`src/hdl/sbrg_pkg.sv`:
```
package sbrg_pkg;
  localparam int SBRG_NUM_REQ = 6;
  localparam int SBRG_CNT_W = 5;
  localparam logic [7:0] SBRG_OFF_ARB_CTRL = 8'hdc;
  localparam logic [7:0] SBRG_OFF_REQ_GATE = 8'hdd;
  localparam logic [7:0] SBRG_OFF_TO_STAT = 8'hde;
  localparam int SBRG_BIT_WATCH = 7;
  localparam int SBRG_BIT_AUTO = 6;
  localparam int SBRG_BIT_TIER0 = 0;
  localparam logic [7:0] SBRG_GATE_RST = 8'h00;
  localparam logic SBRG_TIER0_RST = 1'b0;
  localparam logic [5:0] SBRG_FLAG_RST = 6'h00;
  localparam logic [4:0] SBRG_TO_CLKS = 5'h10;
  localparam logic [6:0] SBRG_PIN_IDLE = 7'h7f;

  typedef struct packed {
    logic [7:0] gate;
    logic tier0;
    logic [5:0] flags;
    logic [4:0] cnt;
    logic [5:0] gnt_prev;
    logic [5:0] to_pulse;
    logic [7:0] rdata;
  } sbrg_state_t;
endpackage

```
`src/hdl/sbrg_gate.sv`:
```
`timescale 1ns/1ps
`default_nettype none
module sbrg_gate
  import sbrg_pkg::*;
#(
  parameter logic [4:0] TO_CLKS = SBRG_TO_CLKS
)
(
  input wire logic sys_clk, // pci clock, 10 MHz
  input wire logic resetn, // combined pcie, global and power-on reset
  input wire logic ce, // clock enable
  input wire logic [7:0] cfg_addr, // config byte offset
  input wire logic cfg_wr, // config write strobe
  input wire logic cfg_rd, // config read strobe
  input wire logic [7:0] cfg_wdata, // config write byte
  output logic [7:0] cfg_rdata, // config read byte, one cycle after cfg_rd
  input wire logic [5:0] req_pin_n, // request pins, low active
  input wire logic frame_pin_n, // frame pin, low active
  input wire logic bus_idle, // idle bus from arbiter core
  input wire logic [5:0] gnt, // one-hot grant from arbiter core
  output logic [5:0] req_gated, // requests passed to arbiter core
  output logic grant0_priority_level, // requester 0 tier, 1 = high
  output logic [5:0] timeout_flags, // time-out status per request
  output logic [5:0] timeout_pulse // one-cycle time-out event
);
  localparam sbrg_state_t ST_RST = '{
    gate: SBRG_GATE_RST,
    tier0: SBRG_TIER0_RST,
    flags: SBRG_FLAG_RST,
    cnt: '0,
    gnt_prev: '0,
    to_pulse: '0,
    rdata: '0
  };

  sbrg_state_t st_r;
  sbrg_state_t st_nxt;
  logic [6:0] pin_lvl;
  logic frame_act;
  logic watch_go;

  sbrg_pin_sync #(
    .W(7),
    .RST_VAL(SBRG_PIN_IDLE)
  ) u_sync (
    .sys_clk(sys_clk),
    .resetn(resetn),
    .ce(ce),
    .pin_in({frame_pin_n, req_pin_n}),
    .level_out(pin_lvl)
  );

  assign frame_act = ~pin_lvl[6];
  // idle bus, steady grant, no frame yet
  assign watch_go = bus_idle && !frame_act && (gnt != 6'h00) && (gnt == st_r.gnt_prev);

  always_comb
  begin
    st_nxt = st_r;
    st_nxt.to_pulse = 6'h00;
    st_nxt.gnt_prev = gnt;
    if (!watch_go)
      st_nxt.cnt = 5'h00;
    else if (st_r.cnt != TO_CLKS)
    begin
      st_nxt.cnt = 5'(st_r.cnt + 5'h01);
      if ((st_r.cnt == 5'(TO_CLKS - 5'h01)) && st_r.gate[SBRG_BIT_WATCH])
        st_nxt.to_pulse = gnt;
    end
    if (cfg_wr)
    begin
      if (cfg_addr == SBRG_OFF_ARB_CTRL)
        st_nxt.tier0 = cfg_wdata[SBRG_BIT_TIER0];
      if (cfg_addr == SBRG_OFF_REQ_GATE)
        st_nxt.gate = cfg_wdata;
      if (cfg_addr == SBRG_OFF_TO_STAT)
        st_nxt.flags = st_r.flags & ~cfg_wdata[5:0];
    end
    // hardware set beats a same-cycle clear
    st_nxt.flags = st_nxt.flags | st_nxt.to_pulse;
    if (st_r.gate[SBRG_BIT_AUTO])
      st_nxt.gate[5:0] = st_nxt.gate[5:0] | st_nxt.to_pulse;
    if (cfg_rd)
    begin
      unique case (cfg_addr)
        SBRG_OFF_ARB_CTRL: st_nxt.rdata = {7'h00, st_r.tier0};
        SBRG_OFF_REQ_GATE: st_nxt.rdata = st_r.gate;
        SBRG_OFF_TO_STAT: st_nxt.rdata = {2'h0, st_r.flags};
        default: st_nxt.rdata = 8'h00;
      endcase
    end
  end

  always_ff @(posedge sys_clk or negedge resetn)
  begin
    if (!resetn)
      st_r <= ST_RST;
    else if (ce)
      st_r <= st_nxt;
  end

  assign req_gated = ~pin_lvl[5:0] & ~st_r.gate[5:0];
  assign grant0_priority_level = st_r.tier0;
  assign timeout_flags = st_r.flags;
  assign timeout_pulse = st_r.to_pulse;
  assign cfg_rdata = st_r.rdata;
endmodule
`default_nettype wire

```
`src/hdl/sbrg_pin_sync.sv`:
```
`timescale 1ns/1ps
`default_nettype none
module sbrg_pin_sync
  import sbrg_pkg::*;
#(
  parameter int W = 7,
  parameter logic [W-1:0] RST_VAL = '1
)
(
  input wire logic sys_clk, // pci clock
  input wire logic resetn, // async reset, low active
  input wire logic ce, // clock enable
  input wire logic [W-1:0] pin_in, // raw pin levels
  output logic [W-1:0] level_out // filtered level
);
  typedef struct packed {
    logic [W-1:0] s1;
    logic [W-1:0] s2;
    logic [W-1:0] s3;
    logic [W-1:0] q;
  } sbrg_sync_st_t;

  sbrg_sync_st_t st_r;
  sbrg_sync_st_t st_nxt;

  always_comb
  begin
    st_nxt = st_r;
    st_nxt.s1 = pin_in;
    st_nxt.s2 = st_r.s1;
    st_nxt.s3 = st_r.s2;
    for (int i = 0; i < W; i++)
    begin
      // change accepted once stages two and three agree
      if (st_r.s2[i] == st_r.s3[i])
        st_nxt.q[i] = st_r.s3[i];
    end
  end

  always_ff @(posedge sys_clk or negedge resetn)
  begin
    if (!resetn)
      st_r <= '{s1: RST_VAL, s2: RST_VAL, s3: RST_VAL, q: RST_VAL};
    else if (ce)
      st_r <= st_nxt;
  end

  assign level_out = st_r.q;
endmodule
`default_nettype wire

```
`config.mk`:
```
export PLATFORM = sky130hd
export DESIGN_NAME = sbrg_gate
export DESIGN_NICKNAME = d
export VERILOG_FILES = /design/src/hdl/sbrg_pkg.sv /design/src/hdl/sbrg_gate.sv /design/src/hdl/sbrg_pin_sync.sv
export SDC_FILE = /design/constraint.sdc
export NUM_CORES = 1
export LEC_CHECK = 0
export BUFFER_PORTS_ARGS = -buffer_cell sky130_fd_sc_hd__buf_2
export CAP_MARGIN = 20
export CORE_MARGIN = 10
export CORE_UTILIZATION = 45
export DETAILED_ROUTE_END_ITERATION = 8
export PLACE_DENSITY = 0.69
export SLEW_MARGIN = 15
export SYNTH_ARGS = -nofsm -noshare
export SYNTH_HDL_FRONTEND = slang
export SYNTH_SLANG_ARGS = --single-unit
```
`constraint.sdc`:
```
create_clock -name sys_clk -period 1.75 [get_ports sys_clk]
set_clock_uncertainty 0.1 [all_clocks]
set_input_delay 0.35 -clock sys_clk [delete_from_list [all_inputs] [get_ports sys_clk]]
set_output_delay 0.35 -clock sys_clk [all_outputs]
set_load 0.01 [all_outputs]
```
Word-level counts from Yosys, hierarchy flattened:

Cells that the tools add are included.

* equality and inequality tests: 14
* bitwise logic cells: 7
* multiplexer cells: 11
* reduce and logical (&&, ||, !) cells: 16
* add/sub/neg operators: 1

Operators with widths (number)
* 6-bit 2-to-1 mux: 6
* 8-bit equality test (second input constant): 3
* 8-bit case mux with 3 select lines: 1
* 6-bit inverter: 3
* 2-bit AND reduction: 9
* 13-bit 2-to-1 mux: 1
* 6-bit AND: 2
* 6-bit bitwise OR: 2
* 5-bit 2-to-1 mux: 2
* 1-bit equality test: 7
* 6-bit equality test: 1
* 3-bit AND reduction: 2
* 6-bit nonzero test: 1
* 5-bit by 1-bit adder with 5-bit output (second input constant): 1
* 5-bit by 4-bit equality test with 1-bit output (second input constant): 1
* 5-bit inequality test (second input constant): 1
* 1-bit logical AND: 4
* 2-bit by 1-bit inequality test with 1-bit output (second input constant): 1
* 1-bit 2-to-1 mux: 1

* output and inout bits: 27
* word-level logic and storage cells: 67
* flip-flop bits (word level): 68

Logic depth before layout (Yosys ltp):

* depth in word-level cells: 7
* depth in mapped cells: 7

Cells and area by module:

From an unflattened synthesis, not the netlist that was laid out.

* cell total of the unflattened synthesis: 317
* area, all modules: 3484.6 µm²

Modules (own cells, without submodules)
* sbrg_gate: area each 2254.7 µm², cells each 232, times used 1, sequential area each 1001.0 µm²
* sbrg_pin_sync: area each 1229.9 µm², cells each 85, times used 1, sequential area each 735.7 µm²

Worst setup path after synthesis:

OpenSTA, ideal clock, no wires.

* path type: input port to flip-flop
* start point: in cfg_addr[5]
* end point: reg st_r (netlist bit grant0_priority_level)
* cell stages on the path: 5
* data required time: 1525 ps
* slack: 36 ps
* data arrival time: 1489 ps
* setup time: 125 ps
* path through: nand4b_4 -> or2_2 -> clkbuf_1 -> nor4_1 -> mux2_2

* longest elaborated chain between the ends: 2

RTL lines
* start: declaration: RTL line sbrg_gate.sv:12 `input wire logic [7:0] cfg_addr,`
* 8-bit equality test: RTL line sbrg_gate.sv:72 `if (cfg_addr == SBRG_OFF_ARB_CTRL)`
* 3-bit AND reduction (no line)
* end signal: assignment: RTL line sbrg_gate.sv:99 `st_r <= st_nxt;`
* end: declaration: RTL line sbrg_gate.sv:36 `sbrg_state_t st_r;`

Every way passes these cells.
A chain may end at the register's enable or synchronous reset.

Worst setup path after layout:

* start point: reg st_r[21] (netlist name)
* end point: reg st_r (netlist bit timeout_pulse[4])

* longest elaborated chain between the ends: 5
* elaborated cells between the ends (all ways): 6

RTL lines
* 5-bit by 4-bit equality test with 1-bit output: RTL line sbrg_gate.sv:67 `if ((st_r.cnt == 5'(TO_CLKS - 5'h01)) && st_r.gate[SBRG_BIT_WATCH])`
* 1-bit logical AND: RTL line sbrg_gate.sv:67
* 6-bit 2-to-1 mux: RTL line sbrg_gate.sv:67
* 6-bit 2-to-1 mux *: RTL line sbrg_gate.sv:64 `else if (st_r.cnt != TO_CLKS)`
* 6-bit 2-to-1 mux *: RTL line sbrg_gate.sv:62 `if (!watch_go)`

Every way passes the cells marked *; elsewhere a longest branch is shown, timed or not.

==> flow_summary_export.csv <==
group,metric,value,unit
outcome,status,"complete, no violations",
job,drv_cap,0,
placed_design,gp_congestion,0.867,
power,power.density,920,nW/um^2
routing,vias,2563,
grt,grt_overflow,0,
clock_tree,cts_root_buf,"clkbuf_8",
clock_tree,clock-sinks,68,
logic_synthesis,synth_area,3360,um^2
critical_path,worst_setup_path_end_kind,"flop",
sta,finalCritPeriodShare,98.6,%
logic_synthesis,yosys_warnings,0,
clock_tree,cts.clk_slew.worst_paths,0.07,ns
sta,period_needed,1.73,ns
logic_synthesis,synth-edff-count,0,
logic_synthesis,syn_inst,318,
critical_path,crit_arrival,1.89,ns
sta,hold_viol_final,0,
placed_design,placed_area,3750,um^2
sta,fmax,0.580,GHz
placed_design,port-buffer-count,61,
grt,antenna_found_initial,0,
layout,drive_above_1_share,43.2,%
die,die_h,106,um
clock_tree,clk_latency,0.34,ns
power,leakage,1.84,nW
routing,vias_per_cell,5.31,
routing,wl_per_cell,15.9,um
sta,final_max_slew_viol_count,0,
die,fp.coreArea,7250,um^2
die,dieArea,11300,um^2
placed_design,dp_hpwl,5780,um
routing,ant_nets,0,
critical_path,path_max_fanout,4,
power,peakVddDrop,0.511,mV
routing,routed_wl,7660,um
die,start_util,46.3,%
power,total_power,3.67,mW
die,io_pins,62,
logic_synthesis,yosys_most_used_dff,"dfrtp_1",
critical_path,crit_required,1.92,ns
routing,drc_errors,0,
sta,tns,0,ns
clock_tree,cts_tree,"yes",
sta,rsz0062_at_grt,"yes",
clock_tree,clock_path_buffers,2,
grt,grt_max_degree,69,
routing,drtIter0Drc,144,
layout,n_antenna_cell,0,
logic_synthesis,ys_seq_area_share,51.7,%
grt,track_usage,14.1,%
logic_synthesis,synth_fp_nets,356,
logic_synthesis,ys_async_sr_fraction,100,%
logic_synthesis,synth_area_leaders,"dfrtp_1 30%, dfstp_2 22%, mux2_2 10%",
clock_tree,numCtsBuffers,9,
grt,grt_pass1_vias,2695,
grt,grt_pass1_wl,13000,um
die,rows,31,
logic_synthesis,yosysTopAreaCell,"dfrtp_1",
routing,dr.pass1.iters,5,
layout,final_nets,417,
layout,areaGrowthSynthToFinish,18.9,%
logic_synthesis,synth_top_area_share,29.8,%
min_path,worstHoldPathType,"in -> reg",
sta,tightest_slew,0.507,ns
critical_path,crit_type,"reg -> reg",
sta,final-setup-viol-count,0,
sta,relSlewSlack,65.9,%
critical_path,start_kind,"flop",
logic_synthesis,ys_types,41,
logic_synthesis,syn_area_per_cell,10.6,um^2
clock_tree,htreeDepth,3,
layout,final_area,4000,um^2
logic_synthesis,synth_seq_cells,68,
die,die_w,106,um
-- synth_stat cells, types with 2 or more instances --
cell type	number
nor4_1	2
nand4_1	8
dfrtp_1	40
o22ai_1	2
mux2_2	30
mux2i_1	7
nand3_1	11
buf_4	21
o21ai_1	6
xor2_1	6
o31ai_1	6
nor2_1	12
nor3_1	9
a21oi_1	9
dfstp_2	28
ha_1	3
a22oi_1	5
clkbuf_1	10
a41oi_1	2
inv_1	26
nand2_1	24
o2111ai_1	2
o21ai_0	31
-- registers in the layout, summed over array words and instances (netlist names) --
signal / flops
st_r: 19
u_sync.st_nxt: 14
cfg_rdata: 8
u_sync.level_out: 7
u_sync.st_r: 7
timeout_flags: 6
timeout_pulse: 6
grant0_priority_level: 1
-- per-stage QoR --
stage	cells	hold WS, ns	setup WS (ns)	utilization, %
4_1_cts	482	0.124	-0.00882	54.5
3_5_place_dp	464	0.296	-0.218	51.7
6_report	483	0.135	0.0249	55.1
3_3_place_gp	464	0.294	-0.126	51.7
2_1_floorplan	318	-0.0456	0.0360	-
5_1_grt	483	0.129	-0.0943	55.1
-- critical path, cell delays in order (launching register included) --
cell and delay, ns:
dfrtp_1 0.40, ha_2 0.19, and3_4 0.20, ha_4 0.15, buf_6 0.11, nand3_2 0.06, nor3_2 0.16, nand4_1 0.15
o21ai_1 0.14
-- layout make-up --
class	count	area, um^2
Clock buffer	15	176
Clock inverter	1	5.00
Fill cell	672	3260
Inverter	26	97.6
Multi-Input combinational cell	192	1360
Sequential cell	68	1740
Tap cell	99	124
Timing Repair Buffer	82	494
-- where the power goes --
part	switching (mW)	internal, mW
registers	0.107	1.82
logic	0.302	0.252
clock network	0.562	0.631
total	0.971	2.70
-- cell usage in the layout, fill, tap and decap left out, drive strengths merged, types with 5 or more instances in the layout --
master | netlist | routed
inv | 26 | 26
nand2 | 25 | 25
mux2i | 7 | 7
xor2 | 6 | 6
o31ai | 6 | 6
nor3 | 10 | 10
dfrtp | 40 | 40
clkbuf | 10 | 15
mux2 | 30 | 30
nor2 | 12 | 12
a21oi | 9 | 9
dfstp | 28 | 28
o21ai | 37 | 37
nand4 | 8 | 8
buf | 22 | 81
a22oi | 5 | 5
nand3 | 11 | 11
-- logic make-up (layout without fill, tap and decap cells) --
group	after synthesis	in the layout	share of synthesized area (%)
and+or+nand+nor	81	81	13.4
xor gates and xnor gates	6	6	1.56
muxes	37	37	12.1
buffers and inverters	58	124	8.82
adders and majority gates	3	3	1.12
DFF	68	68	51.7
AOI/OAI and AO/OA	65	65	11.3
-- what timing repair did --
| action | 4_1_cts | 5_1_grt |
|---|---|---|
| pin swaps | 0 | 5 |
| cloned | 0 | 0 |
| hold buffers | 1 | 0 |
| gates resized for setup | 1 | 9 |
| endpoints found under the setup margin | 13 | 18 |
| buffers inserted | 1 | 1 |
| endpoints found under the hold margin | 40 | 0 |
-- layer usage --
metal	part of all wire (%)	up-vias	GRT usage, %
met3	7.9	18	4.41
met5	0	-	0
li1	-	1213	-
met4	2.5	0	7.06
met2	48	89	22.7
met1	41	1243	16.6
-- path summary, 6_finish.rpt --
path	cells past startpoint	end	slack, ns	startpoint
setup / recovery	8	timeout_pulse[4]	0.02	st_r[21]
setup reg to reg	8	timeout_pulse[4]	0.02	st_r[21]
hold / removal	2	u_sync.st_nxt[17]	0.14	req_pin_n[3]
min in group asynchronous	3	cfg_rdata[1]	0.44	resetn
max in group asynchronous	3	u_sync.st_nxt[18]	0.76	resetn
hold reg to reg	2	cfg_rdata[4]	0.37	cfg_rdata[4]
Note: power is estimated with default switching activity, not from simulation.
